[src/hw/sdpi_defines.svh]
// sdpi_defines.svh: widths, field positions, reset values and latencies
// of the synchronous DRAM pin command interface.
// assumes it is included by bare name before the design files.
`ifndef SDPI_DEFINES_SVH
`define SDPI_DEFINES_SVH

`define SDPI_ADDR_W     11
`define SDPI_COL_W      8
`define SDPI_DQ_W       32
`define SDPI_BANK_W     2
`define SDPI_AP_BIT     10
`define SDPI_BL_MSB     2
`define SDPI_BL_LSB     0
`define SDPI_BL_FULL    3'h7
`define SDPI_BEATS_FULL 9'h100
`define SDPI_MODE_RST   11'h000
`define SDPI_MASK_LAT   2

`endif

[src/hw/sdpi_pkg.sv]
// sdpi_pkg: command and power-state types of the DRAM pin interface.
// assumes nothing beyond a SystemVerilog compiler.
package sdpi_pkg;

    // code is {row strobe, column strobe, write enable}, all active low
    typedef enum logic [2:0] {
        CMD_MRS = 3'b000,
        CMD_REF = 3'b001,
        CMD_PRE = 3'b010,
        CMD_ACT = 3'b011,
        CMD_WR  = 3'b100,
        CMD_RD  = 3'b101,
        CMD_BST = 3'b110,
        CMD_NOP = 3'b111
    } sdpi_cmd_e;

    typedef enum logic [1:0] {
        PWR_RUN      = 2'b00,
        PWR_DOWN     = 2'b01,
        PWR_SUSPEND  = 2'b10,
        PWR_SELF_REF = 2'b11
    } sdpi_pwr_e;

endpackage

[src/hw/sdpi_sync.sv]
// sdpi_sync: three-stage synchroniser for one asynchronous level.
// assumes core_clk is free running; output moves once stages 2 and 3 agree.
`timescale 1ns/10ps
`default_nettype none

module sdpi_sync (
    input  wire logic core_clk,  // sampling clock
    input  wire logic rst_n,     // async reset, active low
    input  wire logic async_in,  // level from another domain
    output logic      level_out  // filtered, synchronous level
);

    logic s1;
    logic s2;
    logic s3;

    always_ff @(posedge core_clk or negedge rst_n) begin
        if (!rst_n) begin
            s1 <= 1'b0;
            s2 <= 1'b0;
            s3 <= 1'b0;
        end else begin
            s1 <= async_in;
            s2 <= s1;
            s3 <= s2;
        end
    end

    // a single-cycle glitch never reaches the output
    always_ff @(posedge core_clk or negedge rst_n) begin
        if (!rst_n) begin
            level_out <= 1'b0;
        end else if (s2 == s3) begin
            level_out <= s3;
        end
    end

endmodule

`default_nettype wire

[src/hw/sdpi_pin_if.sv]
// sdpi_pin_if: command decode, address capture, bank state, burst walk,
// byte masking and power state of a four-bank 32-bit synchronous DRAM.
// assumes command pins are synchronous to core_clk; cke is asynchronous.
// Behaviour
// - activate captures all address bits as row
// - read/write takes low address bits as column
// - top address bit requests close after burst
// - precharge: top bit all banks, else one
// - mode load copies address inputs to mode
// - bank-select picks bank for bank commands
// - command decoded from three strobes together
// - strobe encodings for the eight commands
// - edges with clock enable low are ignored; code still takes four more edges after it falls
// - clock enable low: down, suspend, self refresh
// - clock enable asynchronous, others sampled rising
// - chip select high ignores command inputs
// - each mask bit governs one byte lane
// - read mask high floats its lane
// - write mask high keeps stored byte
// - read mask acts two clocks later
`include "sdpi_defines.svh"
`timescale 1ns/10ps
`default_nettype none

module sdpi_pin_if
    import sdpi_pkg::*;
#(
    parameter int ADDR_W = `SDPI_ADDR_W,
    parameter int COL_W  = `SDPI_COL_W,
    parameter int DQ_W   = `SDPI_DQ_W
) (
    input  wire logic                      core_clk,    // system clock, rising edge
    input  wire logic                      rst_n,       // async reset, active low
    input  wire logic                      cke,         // clock enable pin, async
    input  wire logic                      cs_n,        // chip select, active low
    input  wire logic                      ras_n,       // row strobe, active low
    input  wire logic                      cas_n,       // column strobe, active low
    input  wire logic                      we_n,        // write enable, active low
    input  wire logic [ADDR_W-1:0]         addr_in,     // address inputs
    input  wire logic [`SDPI_BANK_W-1:0]   bank_sel,    // bank select
    input  wire logic [DQ_W/8-1:0]         byte_mask,   // byte masks
    input  wire logic [DQ_W-1:0]           data_io_in,  // data pins, input side
    output logic      [DQ_W-1:0]           data_io_out, // data pins, output side
    output logic      [DQ_W/8-1:0]         data_io_oe,  // per-lane drive enable
    input  wire logic [DQ_W-1:0]           rd_data,     // array word at burst_col
    output logic                           cmd_valid,   // command taken at last enabled edge
    output sdpi_cmd_e                      cmd_code,    // last taken command
    output logic      [ADDR_W-1:0]         row_addr,    // captured row
    output logic      [COL_W-1:0]          col_addr,    // captured start column
    output logic      [`SDPI_BANK_W-1:0]   cmd_bank,    // captured bank
    output logic                           auto_pre,    // close after burst
    output logic                           pre_all,     // last precharge hit all
    output logic      [ADDR_W-1:0]         mode_reg,    // mode register
    output logic      [3:0]                bank_open,   // row open per bank
    output logic                           burst_active,// burst beat this cycle
    output logic                           burst_write, // burst is a write
    output logic      [`SDPI_BANK_W-1:0]   burst_bank,  // bank of burst
    output logic      [COL_W-1:0]          burst_col,   // column of this beat
    output logic                           wr_valid,    // write beat stored
    output logic      [DQ_W-1:0]           wr_data,     // write beat data
    output logic      [DQ_W/8-1:0]         wr_byte_en,  // lanes to store
    output logic      [COL_W-1:0]          wr_col,      // write beat column
    output logic      [`SDPI_BANK_W-1:0]   wr_bank,     // write beat bank
    output sdpi_pwr_e                      pwr_state    // low-power state
);

    localparam int LANES = DQ_W / 8;

    initial begin
        if (ADDR_W <= `SDPI_AP_BIT || COL_W >= ADDR_W || COL_W > 8 || DQ_W % 8 != 0 || DQ_W < 8) begin
            $error("sdpi_pin_if: unsupported width parameters");
        end
    end

    logic            cke_ok;
    logic            cmd_sel;
    sdpi_cmd_e       in_cmd;
    logic            ap_bit;
    logic            burst_ap;
    logic            burst_full;
    logic [8:0]      burst_left;
    logic            burst_end;
    logic            rd_beat;
    logic [LANES-1:0] mask_pipe [`SDPI_MASK_LAT];

    sdpi_sync u_cke_sync (
        .core_clk  (core_clk),
        .rst_n     (rst_n),
        .async_in  (cke),
        .level_out (cke_ok)
    );

    assign cmd_sel = cke_ok && !cs_n;
    assign in_cmd  = sdpi_cmd_e'({ras_n, cas_n, we_n});
    assign ap_bit  = addr_in[`SDPI_AP_BIT];

    function automatic logic [8:0] bl_beats(input logic [2:0] f);
        case (f)
            3'h0:    bl_beats = 9'h001;
            3'h1:    bl_beats = 9'h002;
            3'h2:    bl_beats = 9'h004;
            3'h3:    bl_beats = 9'h008;
            default: bl_beats = `SDPI_BEATS_FULL;
        endcase
    endfunction

    always_ff @(posedge core_clk or negedge rst_n) begin
        if (!rst_n) begin
            cmd_valid <= 1'b0;
            cmd_code  <= CMD_NOP;
        end else if (cke_ok) begin
            cmd_valid <= !cs_n;
            if (!cs_n) begin
                cmd_code <= in_cmd;
            end
        end
    end

    always_ff @(posedge core_clk or negedge rst_n) begin
        if (!rst_n) begin
            row_addr <= '0;
            col_addr <= '0;
            cmd_bank <= '0;
            auto_pre <= 1'b0;
            pre_all  <= 1'b0;
        end else if (cmd_sel) begin
            case (in_cmd)
                CMD_ACT: begin
                    row_addr <= addr_in;
                    cmd_bank <= bank_sel;
                end
                CMD_RD, CMD_WR: begin
                    col_addr <= addr_in[COL_W-1:0];
                    auto_pre <= ap_bit;
                    cmd_bank <= bank_sel;
                end
                CMD_PRE: begin
                    pre_all  <= ap_bit;
                    cmd_bank <= bank_sel;
                end
                default: begin
                    cmd_bank <= cmd_bank;
                end
            endcase
        end
    end

    always_ff @(posedge core_clk or negedge rst_n) begin
        if (!rst_n) begin
            mode_reg <= ADDR_W'(`SDPI_MODE_RST);
        end else if (cmd_sel && in_cmd == CMD_MRS) begin
            mode_reg <= addr_in;
        end
    end

    assign burst_end = cke_ok && burst_active && !burst_full && burst_left == 9'h001;

    for (genvar b = 0; b < 4; b++) begin : g_bank
        always_ff @(posedge core_clk or negedge rst_n) begin
            if (!rst_n) begin
                bank_open[b] <= 1'b0;
            end else if (cke_ok) begin
                if (cmd_sel && in_cmd == CMD_ACT && bank_sel == `SDPI_BANK_W'(b)) begin
                    bank_open[b] <= 1'b1;
                end else if (cmd_sel && in_cmd == CMD_PRE && (ap_bit || bank_sel == `SDPI_BANK_W'(b))) begin
                    bank_open[b] <= 1'b0;
                end else if (burst_end && burst_ap && burst_bank == `SDPI_BANK_W'(b)) begin
                    bank_open[b] <= 1'b0;
                end
            end
        end
    end

    // beats start the edge after the command; a new read or write, or a burst stop, cuts the old burst
    always_ff @(posedge core_clk or negedge rst_n) begin
        if (!rst_n) begin
            burst_active <= 1'b0;
            burst_write  <= 1'b0;
            burst_bank   <= '0;
            burst_col    <= '0;
            burst_ap     <= 1'b0;
            burst_full   <= 1'b0;
            burst_left   <= 9'h000;
        end else if (cke_ok) begin
            if (cmd_sel && (in_cmd == CMD_RD || in_cmd == CMD_WR)) begin
                burst_active <= 1'b1;
                burst_write  <= (in_cmd == CMD_WR);
                burst_bank   <= bank_sel;
                burst_col    <= addr_in[COL_W-1:0];
                burst_ap     <= ap_bit;
                burst_full   <= (mode_reg[`SDPI_BL_MSB:`SDPI_BL_LSB] == `SDPI_BL_FULL);
                burst_left   <= bl_beats(mode_reg[`SDPI_BL_MSB:`SDPI_BL_LSB]);
            end else if (cmd_sel && in_cmd == CMD_BST) begin
                burst_active <= 1'b0;
            end else if (burst_active) begin
                burst_col  <= COL_W'(burst_col + 1'b1);
                burst_left <= 9'(burst_left - 1'b1);
                if (burst_end) begin
                    burst_active <= 1'b0;
                end
            end
        end
    end

    always_ff @(posedge core_clk or negedge rst_n) begin
        if (!rst_n) begin
            wr_valid   <= 1'b0;
            wr_data    <= '0;
            wr_byte_en <= '0;
            wr_col     <= '0;
            wr_bank    <= '0;
        end else if (cke_ok) begin
            wr_valid   <= burst_active && burst_write;
            wr_data    <= data_io_in;
            wr_byte_en <= ~byte_mask;
            wr_col     <= burst_col;
            wr_bank    <= burst_bank;
        end
    end

    assign rd_beat = burst_active && !burst_write;

    always_ff @(posedge core_clk or negedge rst_n) begin
        if (!rst_n) begin
            for (int i = 0; i < `SDPI_MASK_LAT; i++) begin
                mask_pipe[i] <= '1;
            end
            data_io_out <= '0;
        end else if (cke_ok) begin
            mask_pipe[0] <= byte_mask;
            for (int i = 1; i < `SDPI_MASK_LAT; i++) begin
                mask_pipe[i] <= mask_pipe[i-1];
            end
            data_io_out <= rd_data;
        end
    end

    for (genvar l = 0; l < LANES; l++) begin : g_lane
        always_ff @(posedge core_clk or negedge rst_n) begin
            if (!rst_n) begin
                data_io_oe[l] <= 1'b0;
            end else if (cke_ok) begin
                data_io_oe[l] <= rd_beat && !mask_pipe[`SDPI_MASK_LAT-1][l];
            end
        end
    end

    always_ff @(posedge core_clk or negedge rst_n) begin
        if (!rst_n) begin
            pwr_state <= PWR_RUN;
        end else begin
            case (pwr_state)
                PWR_RUN: begin
                    if (!cke_ok && burst_active) begin
                        pwr_state <= PWR_SUSPEND;
                    end else if (!cke_ok && cmd_valid && cmd_code == CMD_REF) begin
                        pwr_state <= PWR_SELF_REF;
                    end else if (!cke_ok) begin
                        pwr_state <= PWR_DOWN;
                    end
                end
                PWR_DOWN, PWR_SUSPEND, PWR_SELF_REF: begin
                    if (cke_ok) begin
                        pwr_state <= PWR_RUN;
                    end
                end
                default: begin
                    pwr_state <= PWR_RUN;
                end
            endcase
        end
    end
endmodule

`default_nettype wire

[config.mk]
export PLATFORM = sky130hd
export DESIGN_NAME = sdpi_pin_if
export DESIGN_NICKNAME = d
export VERILOG_FILES = /design/src/hw/sdpi_pkg.sv /design/src/hw/sdpi_sync.sv /design/src/hw/sdpi_pin_if.sv
export VERILOG_INCLUDE_DIRS = /design/src /design/src/hw
export SDC_FILE = /design/constraint.sdc
export NUM_CORES = 1
export LEC_CHECK = 0
export ABC_AREA = 1
export BUFFER_PORTS_ARGS = -buffer_cell sky130_fd_sc_hd__buf_2
export CAP_MARGIN = 30
export CORE_ASPECT_RATIO = 0.8
export CORE_UTILIZATION = 45
export DETAILED_ROUTE_END_ITERATION = 8
export HOLD_SLACK_MARGIN = 0.02
export PLACE_DENSITY = 0.69
export SLEW_MARGIN = 20
export SYNTH_ARGS = -nofsm -noshare
export SYNTH_HDL_FRONTEND = slang
export SYNTH_HIERARCHICAL = 1
export SYNTH_SLANG_ARGS = --single-unit
[constraint.sdc]
create_clock -name core_clk -period 3.7 [get_ports core_clk]
set_input_delay 0.555 -clock core_clk [delete_from_list [all_inputs] [get_ports core_clk]]
set_output_delay 0.555 -clock core_clk [all_outputs]
set_load 0.03 [all_outputs]
Yosys cells after proc, flatten, opt, wreduce, memory -nomap -nowiden
Index checks and enable logic that the tools add are counted.

Add/subtract/negate cells: 2. Equality and inequality tests: 24. Mux-type cells: 28. Bitwise operators: 2. Reduce and logical (&&, ||, !) cells: 69.

Operators with widths (count): case mux 9 bit (4 select lines) (1); logical AND 1 bit (31); two-way mux 9 bit (3); two-way mux 8 bit (3); AND reduction 2 bit (11); two-way mux 1 bit (16); == test 2 bit (second input constant) (6); == test 3 x 2 -> 1 bit (second input constant) (4); == test 3 bit (second input constant) (4); nonzero test 3 bit (4); == test 9 x 1 -> 1 bit (second input constant) (1); subtractor 9 x 1 -> 9 bit (second input constant) (1); adder 8 x 1 -> 8 bit (second input constant) (1); logical NOT 1 bit (8); two-way mux 2 bit (4); == test 2 x 1 -> 1 bit (second input constant) (3); == test 3 x 1 -> 1 bit (second input constant) (2); logical NOT 2 bit (3); logical NOT 3 bit (2); logical OR 1 bit (5); != test 4 bit (second input constant) (1); inverter 4 bit (1); case mux 2 bit (2 select lines) (1); OR reduction 4 bit (1); 8 further kinds (8).

Register bits after elaboration: 162. Bits of input ports: 88. Output and inout port bits: 139. Logic and storage cells: 161.

Depth between registers and ports, before layout
Gate-level depths: netlist (run 1).

Depth after elaboration: 8. Mapped depth: 10.

Hierarchy
Netlist (run 1), hierarchy kept.

By module, submodules not included: sdpi_pin_if (instances 1, cells an instance 767, area each 6542.5 µm²); sdpi_sync (instances 1, cells an instance 8, area each 116.4 µm²).

Worst setup path after synthesis (run 1)
Ideal clock, no wire load.

Path kind: register to register. Start point: reg burst_col[1]. End point: reg burst_col[6]. Data arrival time: 1298 ps. Data required time: 3583 ps. Slack: 2285 ps. Stages on the path, launching flop included: 9. Path buffers: 0. Clock period less this slack: 1415 ps. Cell sequence: dfrtp_1 > ha_1 > nand3_1 > o21ai_0 > nand2_1 > nand2_1 > nand2_1 > nand2_1 > nand2_1.

Word-level cells in the longest chain between the ends: 4.

RTL lines: start: declaration (RTL line sdpi_pin_if.sv:58) `output logic [COL_W-1:0] burst_col,`; start signal: assignment (RTL line sdpi_pin_if.sv:189) `burst_col <= addr_in[COL_W-1:0];`; start signal: assignment (RTL line sdpi_pin_if.sv:196) `burst_col <= COL_W'(burst_col + 1'b1);`; adder 8 x 1 -> 8 bit (RTL line sdpi_pin_if.sv:196); two-way mux 8 bit (RTL line sdpi_pin_if.sv:195) `end else if (burst_active) begin`; two-way mux 8 bit (RTL line sdpi_pin_if.sv:193) `end else if (cmd_sel && in_cmd == CMD_BST) begin`; two-way mux 8 bit (RTL line sdpi_pin_if.sv:185) `if (cmd_sel && (in_cmd == CMD_RD || in_cmd == CMD_WR)) begin`.

No other way between the ends. The select of a mux whose other input is x is not followed. A chain may end at the register's enable or synchronous reset.

Final worst setup path (run 1)
Start point: reg u_cke_sync.level_out. End point: reg burst_col[4].

Word-level cells in the longest chain between the ends: 4. Elaborated cells on any way between the ends: 7. Classes of those cells: eq/ne (1); mux (1); reduce/logical (5).

RTL lines: start: declaration (RTL line sdpi_sync.sv:10) `output logic level_out`; start signal: assignment (RTL line sdpi_sync.sv:32) `level_out <= 1'b0;`; start signal: assignment (RTL line sdpi_sync.sv:34) `level_out <= s3;`; logical AND 1 bit (RTL line sdpi_pin_if.sv:93) `assign cmd_sel = cke_ok && !cs_n;`; logical AND 1 bit, on equally long branches (RTL line sdpi_pin_if.sv:185, sdpi_pin_if.sv:193); != test 2 bit (no source line) / nonzero test 2 bit (equally long branches); AND reduction 3 bit (no source line).

Parallel ways exist; a longest one is shown, timed or not.

==> qor.txt, run 1 <==
share of layout cells above drive strength 1: 28.2%
Core Box Area: 0.0143 mm^2
Max rail drop VDD: 0.378 mV
number of synthesized register bits: 162
library cells used by synthesis: 28
synth warn: 6
area share of fa/ha/maj cells after synthesis: 0.564%
mux share of post-synthesis cell area: 0%
final instance area: 0.00851 mm^2
drt drc: 0
Seq/Total Area, Yosys: 61.1%
worst skew pair latency: 0.42 ns
met3 GRT Util: 5.53%
IO Pins: 227
layer with the highest usage: met2
Layout Cells excl Fill: 1,191
Max Buffers Root-to-Sink: 2
Hold Crit Class: input port to asynchronous set/reset pin
# hold bufs at CTS: 0
# rows: 39
reported max-cap violation count: 0
post-synthesis compound-gate area fraction: 6.76%
WP data arrival: 2.59 ns
GR Overflow Total: 0
n_diodes: 0
Placed Instances: 1,159
kind of critical path: register to register
final worst slack: 1.45 ns
RSZ-0062 raised after global routing: no
worst slew pin tran: 0.962 ns
Post-synth ARST share: 100%
largest family of logic cells by synthesized area: simple AND/OR/NAND/NOR gates
final hold violations: 0
Starting Density: 46.4%
Fill cells: 1,285
post-synthesis cell area: 0.00666 mm^2
post-synth top area cell: dfrtp_1
Die W: 138 um
H-tree depth: 4
Syn Nets: 866
simple-gate share of the synthesized area: 26.3%
fmax: 0.445 GHz
Synth top area share: 56.7%
commonest non-fill, non-tap cell in the layout: nand2_1
Vias per Instance: 4.76
vias: 5,674
routability cong.: 0.804
initial antenna violation count: 0
post-detail-place hpwl: 11,600 um
clock net sink count: 162
TritonCTS clock tree: yes
pwr dens: 727 mW/mm^2
LEAKAGE: 4.79 nW
pin count of the biggest net entering global routing: 97
most frequent cells in the layout: nand2_1 (368), buf_2 (225), dfrtp_1 (150), o21ai_0 (60), inv_1 (49)
max_slew headroom: 35.8%
Post-synth EDFFs: 0
Initial DRC Count: 351
crit path time final: 2.25 ns
CP startpoint kind: register
WL/cell: 13.8 um
Clock Skew: 0.00690 ns
Worst-path clk slew: 0.07 ns
final setup vio count: 0
DRT antenna net count: 0
status: finished, final reports clean
CTS Buf Count: 17
met2 Use GR: 33.2%
CTS Root Buffer Type: clkbuf_16
PostCTS Resize Cnt: 0
Final period util: 60.7%
P&R area growth vs syn: 27.7%
WL final: 16,400 um
Post-CTS Setup Inserts: 0
first-pass GRT wire length: 27,600 um
Cells after Synth: 775
First-pass DRT Iterations: 5
Synth area leaders: dfrtp_1 (57%), nand2_1 (21%), o21ai_0 (4.5%), dfstp_2 (4.3%), inv_1 (2.8%)
met1 usage in global routing: 32.8%
CP required: 4.05 ns
Port Buffers: 226
Crit Path Max Fanout: 34
setup TNS: 0 ns
biggest regs: data_io_out: 32 flops, wr_data: 32 flops
die area: 0.0153 mm^2
Mean Syn Cell Area: 8.59 um^2
Tot GR Track Use: 22.5%
crit end category: register
dpl cell area: 0.00793 mm^2
Synth Area in XOR/XNOR: 0.263%
dpl ws: 1.43 ns
Max Slew Vio Count: 0
Final nets: 1,085
die height: 111 um
Main synth FF type: dfrtp_1
vias in the first global route: 5,417
## kinds of logic (layout without fill, tap and decap cells)
logic type,Yosys count,count (layout)
fa+ha+maj,3,3
buf+inv,82,314
simple gates,441,441
flops,162,162
compound gates,85,85
xor+xnor,2,2
## critical path: stages (launching register included)
cell and delay (ns):
dfrtp_2 0.68, inv_4 0.09, nor2_8 0.14, nand2_2 0.38, nand2_2 0.21, inv_2 0.06
nor2_4 0.37, nand2_1 0.09, a21oi_1 0.13
## path summary, 6_finish.rpt
kind	start	end	slack (ns)	cells after the start
min	rst_n	wr_data[19]	0.10	1
min reg2reg	u_cke_sync/s1	u_cke_sync/s2	0.35	0
min in group core_clk	cke	u_cke_sync/s1	0.24	1
max reg2reg	u_cke_sync/level_out	burst_col[4]	1.45	8
max	u_cke_sync/level_out	burst_col[4]	1.45	8
max in group asynchronous	rst_n	cmd_code[1]	2.59	2
## where the power goes
group | internal, W | leakage, nW | switching (W) | total [W]
clock network | 0.000973 | 0.282 | 0.000743 | 0.00172
logic | 0.000564 | 2.52 | 0.00141 | 0.00198
registers | 0.00219 | 1.99 | 0.000297 | 0.00249
total | 0.00373 | 4.79 | 0.00245 | 0.00618
## cells in the mapped netlist (2+ instances only)
library cell / instances
o21ai_1: 8
o21ai_0: 60
nand3_1: 29
nand4_1: 6
nor2_1: 31
nand2_1: 368
o21a_1: 4
nand2_2: 2
dfstp_2: 11
buf_2: 4
dfrtp_1: 151
nor2_4: 2
o31ai_1: 5
a21oi_1: 7
buf_1: 2
clkbuf_1: 21
ha_1: 3
inv_1: 49
buf_4: 3
## cell type report
cell class | instances | area (um^2) | area share [%]
multi-input cells | 531 | 2260 | 26.5
flip-flops and latches | 162 | 4070 | 47.8
clock inverters | 13 | 128 | 1.50
clock buffers | 19 | 453 | 5.33
inverters | 51 | 194 | 2.28
repair buffers | 231 | 1170 | 13.8
well taps | 184 | 230 | 2.71
## through the flow
step / hold WS [ns] / total power, W / util, %
after floorplan: 0.259 / 0.00384 / -
after global placement: 0.331 / 0.00448 / 55.2
after detailed placement: 0.337 / 0.00451 / 55.2
after CTS: 0.135 / 0.00624 / 59.3
after global routing: 0.149 / 0.00656 / 59.3
final: 0.104 / 0.00618 / 59.3
## layer usage
metal	vias to the layer above	wire, um
met3	21	940
met5	-	0
met1	2623	7890
met2	178	7350
met4	0	235
li1	2852	-
Note: power is estimated with default switching activity, not from simulation.
==> run 2, diff against run 1 <==
--- a/config.mk
+++ b/config.mk
@@ -6,14 +6,14 @@
 export SDC_FILE = /design/constraint.sdc
 export NUM_CORES = 1
 export LEC_CHECK = 0
-export ABC_AREA = 1
+export ABC_AREA = 0
 export BUFFER_PORTS_ARGS = -buffer_cell sky130_fd_sc_hd__buf_2
 export CAP_MARGIN = 30
 export CORE_ASPECT_RATIO = 0.8
 export CORE_UTILIZATION = 45
 export DETAILED_ROUTE_END_ITERATION = 8
 export HOLD_SLACK_MARGIN = 0.02
-export PLACE_DENSITY = 0.69
+export PLACE_DENSITY = 0.72
 export SLEW_MARGIN = 20
 export SYNTH_ARGS = -nofsm -noshare
 export SYNTH_HDL_FRONTEND = slang
==> constraint.sdc (replaced) <==
create_clock -name core_clk -period 1.9 [get_ports core_clk]
set_input_delay 0.285 -clock core_clk [delete_from_list [all_inputs] [get_ports core_clk]]
set_output_delay 0.285 -clock core_clk [all_outputs]
set_load 0.03 [all_outputs]
==> run 2 against run 1 <==
Combinational power increased by 91%. Sequential share of layout area fell by 0.14 points. Final cell count shrank 24%. Global-route usage is 1.3 points lower. Sequential power up 98%. Power is 100% higher. Flip-flop and latch count is the same. Critical path depth shrank 3. Clock power up 120%. Worst setup slack got worse by 1.3 ns. Critical path type unchanged. Critical endpoint is now burst_left[3].
==> qor.txt, run 2 <==
DRT antenna net count: 0 (unchanged)
Hold Path Depth: 2
crit end category: register
Final nets: 809 (-25%)
Syn Nets: 573 (-34%)
r2r worst-path depth: 5 (-3)
Max Buffers Root-to-Sink: 2 (unchanged)
Starting Density: 47.0% (+0.59 points)
die height: 109 um (-1.3%)
most common cell in the netlist: dfrtp_1
library cells used by synthesis: 48 (+71%)
Synth top area share: 58.3% (+1.6 points)
Reg2Reg Launch Point: u_cke_sync/level_out
LEAKAGE: 4.11 nW (-14%)
max_slew headroom: 69.0% (+33 points)
GR Overflow Total: 0 (unchanged)
number of synthesized register bits: 162 (unchanged)
share of layout cells above drive strength 1: 53.9% (+26 points)
CP max stage delay: 0.42 ns (-0.26 ns)
crit path cell chain: buf_12 > nand2_1 > nor4b_1 > xnor2_1 > o21ai_0
Seq/Total Area, Yosys: 62.8% (+1.7 points)
first-pass GRT wire length: 23,800 um (-14%)
post-detail-place hpwl: 10,800 um (-6.5%)
Vias per Instance: 5.10 (+7.1%)
Synth top cells by count: dfrtp_1 (151), mux2_2 (108), nand2_1 (52)
pwr dens: 1450 mW/mm^2 (+100%)
CTS Buf Count: 17 (unchanged)
Core Box Area: 0.0138 mm^2 (-3.9%)
tightest hold margin: 0.0780 ns (-0.0264 ns)
vias in the first global route: 4,662 (-14%)
RR Endpoint: burst_left[3]
H-tree depth: 4 (unchanged)
crit path time final: 1.76 ns (-0.482 ns)
Tot GR Track Use: 21.2% (-1.3 points)
pin count of the biggest net entering global routing: 75 (-23%)
Main synth FF type: dfrtp_1
final setup vio count: 0 (unchanged)
Layout Utilization: 61.9% (+2.6 points)
CP startpoint kind: register
Max rail drop VDD: 0.742 mV (+96%)
Initial DRC Count: 218 (-38%)
vias: 4,650 (-18%)
Synth area leaders: dfrtp_1 (58%), mux2_2 (19%), dfstp_2 (4.5%), nand2_1 (3.0%), o21ai_0 (1.6%)
Final period util: 92.8% (+32 points)
Max Slew Vio Count: 0 (unchanged)
biggest regs: data_io_out: 32 flops, wr_data: 32 flops
routability cong.: 0.792 (-1.5%)
Cells after Synth: 482 (-38%)
n_diodes: 0 (unchanged)
TritonCTS clock tree: yes
IO Pins: 227 (unchanged)
synth warn: 6 (unchanged)
slowest CP cell: dfrtp_4
worst slew pin tran: 0.465 ns (-0.497 ns)
P&R area growth vs syn: 31.7%
CP required: 2.19 ns (-1.86 ns)
WL final: 15,000 um (-8.5%)
fmax: 0.567 GHz (+27%)
clock net sink count: 162 (unchanged)
First-pass DRT Iterations: 4 (-1)
Post-synth ARST share: 100% (unchanged)
hold path endpoint: wr_byte_en[0]
Worst-path clk slew: 0.06 ns (about the same)
die area: 0.0149 mm^2 (-2.6%)
commonest non-fill, non-tap cell in the layout: buf_2
reported max-cap violation count: 0 (unchanged)
Post-synth EDFFs: 0 (unchanged)
Port Buffers: 226 (unchanged)
drt drc: 0 (unchanged)
WP data arrival: 2.05 ns (-0.54 ns)
Clock Skew: 0.00679 ns (-0.000110 ns)
WL/cell: 16.5 um (+20%)
worst skew pair latency: 0.41 ns (about the same)
Crit Path Max Fanout: 74 (+120%)
status: finished, final reports clean
CTS Root Buffer Type: clkbuf_16
Hold Crit Class: input port to register
setup TNS: 0 ns (unchanged)
Overall Power: 0.0124 W (+100%)
r2r setup slk: 0.14 ns (-1.32 ns)
initial antenna violation count: 0 (unchanged)
Die W: 136 um (-1.3%)
Mean Syn Cell Area: 13.4 um^2 (+56%)
final hold violations: 0 (unchanged)
most frequent cells in the layout: buf_2 (225), dfrtp_1 (150), mux2_2 (108), nand2_1 (52), o21ai_0 (21)
hold path startpoint: byte_mask[0]
# rows: 38 (-2.6%)
post-synth top area cell: dfrtp_1
post-synthesis cell area: 0.00648 mm^2 (-2.7%)
kind of critical path: register to register
[run 2: cell count changes after synthesis, sizes merged, moves of 22 or more]
cell   delta
nand3    -22
nand2   -318
inv      -44
o21ai    -46
mux2    +109
[run 2: metal layers]
layer | up-vias | share of wire, % | track usage (%)
met1 | 2294 | 44 | 27.0
met4 | 0 | 1.5 | 7.62
met5 | - | 0 | 0
li1 | 2169 | - | -
met3 | 20 | 7.1 | 6.96
met2 | 167 | 47 | 34.0
[run 2: repair_timing]
action | CTS | global route
hold endpoints to repair | 25 | 0
setup endpoints to repair | 0 | 1
setup buffers | 0 | 0
hold buffers | 2 | 0
resized for setup | 0 | 1
[run 2: how the worst max path moves through the flow]
stage	start	to	slack [ns]	cells after the start
floorplan	u_cke_sync/level_out	mode_reg[0]	0.31	5
global placement	u_cke_sync/level_out	burst_col[1]	0.20	5
detailed placement	u_cke_sync/level_out	burst_col[1]	0.12	5
CTS	u_cke_sync/level_out	burst_col[1]	0.11	5
global route	u_cke_sync/level_out	burst_left[3]	-0.0001	5
finish	u_cke_sync/level_out	burst_left[3]	0.14	5
[run 2: cell families after synthesis]
group	synth area share, %
buffers and inverters	1.93
DFF	62.8
muxes	19.2
AOI/OAI and AO/OA	3.94
and+or+nand+nor	9.48
xor gates and xnor gates	1.89
adders and majority gates	0.753
[run 2: final cells by class]
type	count	area, um^2
clock buffer	22	464
clock inverter	10	181
fill	1077	5250
inverter	7	26.3
multi-input combinational	292	2300
sequential	162	4070
tap	180	225
timing repair buffer	238	1270
[run 2: where the power goes]
part	switching [W]	total, W	internal [W]
clock	0.00130	0.00370	0.00240
combinational	0.00244	0.00378	0.00133
sequential	0.000633	0.00493	0.00430
total	0.00437	0.0124	0.00803
[run 2: through the flow]
step	instance area, um^2	worst slack (ns)	std cells
final	8540	0.136	911
after global routing	8540	-0.000143	911
after CTS	8530	0.109	911
after detailed placement	7870	0.123	877
after global placement	7870	0.201	877
after floorplan	6480	0.315	482
[run 2: critical path, delay by kind of cell, from the launching register on]
family / cells / cell delay [ns]
buf+inv: 1 / 0.34
simple gates: 2 / 0.61
compound gates: 1 / 0.09
flops: 1 / 0.42
xor+xnor: 1 / 0.17
==> run 3, diff against run 2 <==
--- a/config.mk
+++ b/config.mk
@@ -6,7 +6,7 @@
 export SDC_FILE = /design/constraint.sdc
 export NUM_CORES = 1
 export LEC_CHECK = 0
-export ABC_AREA = 0
+export ABC_AREA = 1
 export BUFFER_PORTS_ARGS = -buffer_cell sky130_fd_sc_hd__buf_2
 export CAP_MARGIN = 30
 export CORE_ASPECT_RATIO = 0.8
==> run 3 against run 2 <==
Clock skew is 0.0039 ns higher. Highest routed layer unchanged. Global-route usage increased by 1.5 points. Worst setup slack improved by 0.055 ns. Via count grew 24%. Clock power decreased by 12%. Largest cell class unchanged. Count of clock-buffer cells in the layout fell by 5. Final cell count up 32%. Flip-flop and latch count did not move. Critical path type unchanged. Routed wire length up 10%. Die area rose by 2.7%. Combinational power grew 3%. Maximum frequency grew 3.2%.
==> qor.txt, run 3 (synthesized netlist as in run 1, its figures left out) <==
Max Buffers Root-to-Sink: 2 (unchanged)
IO Pins: 227 (unchanged)
CP max stage delay: 0.39 ns (-0.03 ns)
Worst-path clk slew: 0.07 ns (about the same)
CP startpoint kind: register
final hold violations: 0 (unchanged)
final setup vio count: 0 (unchanged)
kind of critical path: register to register
crit end category: register
max_slew headroom: 64.8% (-4.2 points)
initial antenna violation count: 0 (unchanged)
share of layout cells above drive strength 1: 28.8% (-25 points)
WL/cell: 13.8 um (-17%)
Port Buffers: 226 (unchanged)
Vias per Instance: 4.80 (-5.9%)
Core Box Area: 0.0143 mm^2 (+4.0%)
WL final: 16,500 um (+10%)
Layout Utilization: 60.2% (-1.7 points)
Max rail drop VDD: 0.972 mV (+31%)
commonest non-fill, non-tap cell in the layout: nand2_1
PostCTS Resize Cnt: 0 (unchanged)
most frequent cells in the layout: nand2_1 (368), buf_2 (225), dfrtp_1 (150), o21ai_0 (60), inv_1 (49)
Starting Density: 46.4% (-0.59 points)
TritonCTS clock tree: yes
CTS Buf Count: 17 (unchanged)
fmax: 0.585 GHz (+3.2%)
crit path time final: 1.71 ns (-0.0546 ns)
Final period util: 90.0% (-2.9 points)
biggest regs: data_io_out: 32 flops, wr_data: 32 flops
worst skew pair latency: 0.43 ns (+0.02 ns)
die area: 0.0153 mm^2 (+2.7%)
RSZ-0062 raised after global routing: no
GR Overflow Total: 0 (unchanged)
n_diodes: 0 (unchanged)
status: finished, final reports clean
clock net sink count: 162 (unchanged)
Tot GR Track Use: 22.7% (+1.5 points)
WP data arrival: 2.03 ns (-0.02 ns)
Max Slew Vio Count: 0 (unchanged)
Final nets: 1,096 (+35%)
DRT antenna net count: 0 (unchanged)
die height: 111 um (+1.3%)
first-pass GRT wire length: 27,700 um (+16%)
Initial DRC Count: 429 (+97%)
routability cong.: 0.803 (+1.4%)
CTS Root Buffer Type: clkbuf_16
vias in the first global route: 5,469 (+17%)
CP required: 2.22 ns (+0.03 ns)
worst slew pin tran: 0.528 ns (+0.0631 ns)
slowest CP cell: dfrtp_2
vias: 5,771 (+24%)
Crit Path Max Fanout: 24 (-68%)
pwr dens: 1390 mW/mm^2 (-4.3%)
P&R area growth vs syn: 29.7%
setup TNS: 0 ns (unchanged)
# rows: 39 (+2.6%)
pin count of the biggest net entering global routing: 88 (+17%)
Hold Crit Class: input port to register
reported max-cap violation count: 0 (unchanged)
Clock Skew: 0.0107 ns (+0.00390 ns)
LEAKAGE: 4.83 nW (+18%)
First-pass DRT Iterations: 5 (+1)
post-detail-place hpwl: 11,700 um (+7.7%)
crit path cell chain: buf_4 > nand2_1 > nor2_1 > o21ai_0 > nand3_1 > nand2_1
H-tree depth: 4 (unchanged)
Die W: 138 um (+1.3%)
most used cell, CP: nand2_1
Fill cells: 1,286 (+19%)
drt drc: 0 (unchanged)
run 3: through the flow:
| step | cells | power [W] | hold slack (ns) | area, um^2 | setup slack, ns |
|---|---|---|---|---|---|
| final | 1202 | 0.0120 | 0.0506 | 8630 | 0.191 |
| after global routing | 1202 | 0.0127 | 0.0370 | 8630 | 0.0911 |
| after floorplan | 775 | 0.00747 | -0.0106 | 6660 | 0.485 |
| after detailed placement | 1167 | 0.00882 | 0.286 | 8040 | 0.118 |
| after CTS | 1201 | 0.0121 | 0.0328 | 8610 | 0.0950 |
| after global placement | 1167 | 0.00875 | 0.286 | 8040 | 0.163 |
run 3: report_power, final:
group	switching, W	leakage (nW)	internal, W	total, W
combinational	0.00278	2.59	0.00113	0.00391
sequential	0.000569	1.99	0.00427	0.00484
clock	0.00144	0.255	0.00181	0.00325
run 3: worst paths after layout:
path | start | end | slack (ns) | cells past startpoint
max | u_cke_sync/level_out | bank_open[1] | 0.19 | 6
min | rd_data[14] | data_io_out[14] | 0.05 | 3
max reg2reg | u_cke_sync/level_out | bank_open[1] | 0.19 | 6
min reg2reg | u_cke_sync/s1 | u_cke_sync/s2 | 0.35 | 0
max in group asynchronous | rst_n | row_addr[4] | 0.84 | 3
min in group asynchronous | rst_n | data_io_out[21] | 0.38 | 2
run 3: final cells by class:
class	count	area, um^2	share of cell area [%]
Sequential cell	162	4070	47.1
Clock inverter	15	133	1.54
Timing Repair Buffer	242	1330	15.3
Multi-Input combinational cell	531	2260	26.1
Inverter	51	194	2.25
Clock buffer	17	425	4.93
Tap cell	184	230	2.67
run 3: routing by layer:
layer,up-vias,GRT usage (%),share of wire [%]
met5,-,0,0
met3,15,5.01,4.4
met2,142,35.2,47
met4,0,7.77,1.4
met1,2742,31.7,47
li1,2872,-,-
run 3: worst max-delay path, delay by kind of cell (launching register included):
kind / cells / cell delay (ns)
and+or+nand+nor: 4 / 0.77
DFF: 1 / 0.39
buffers and inverters: 1 / 0.27
AOI/OAI and AO/OA: 1 / 0.17
run 3: what timing repair did:
action,CTS,global route
buffers inserted,0,1
hold endpoints to repair,44,0
endpoints found under the setup margin,0,2
hold buffers,2,0
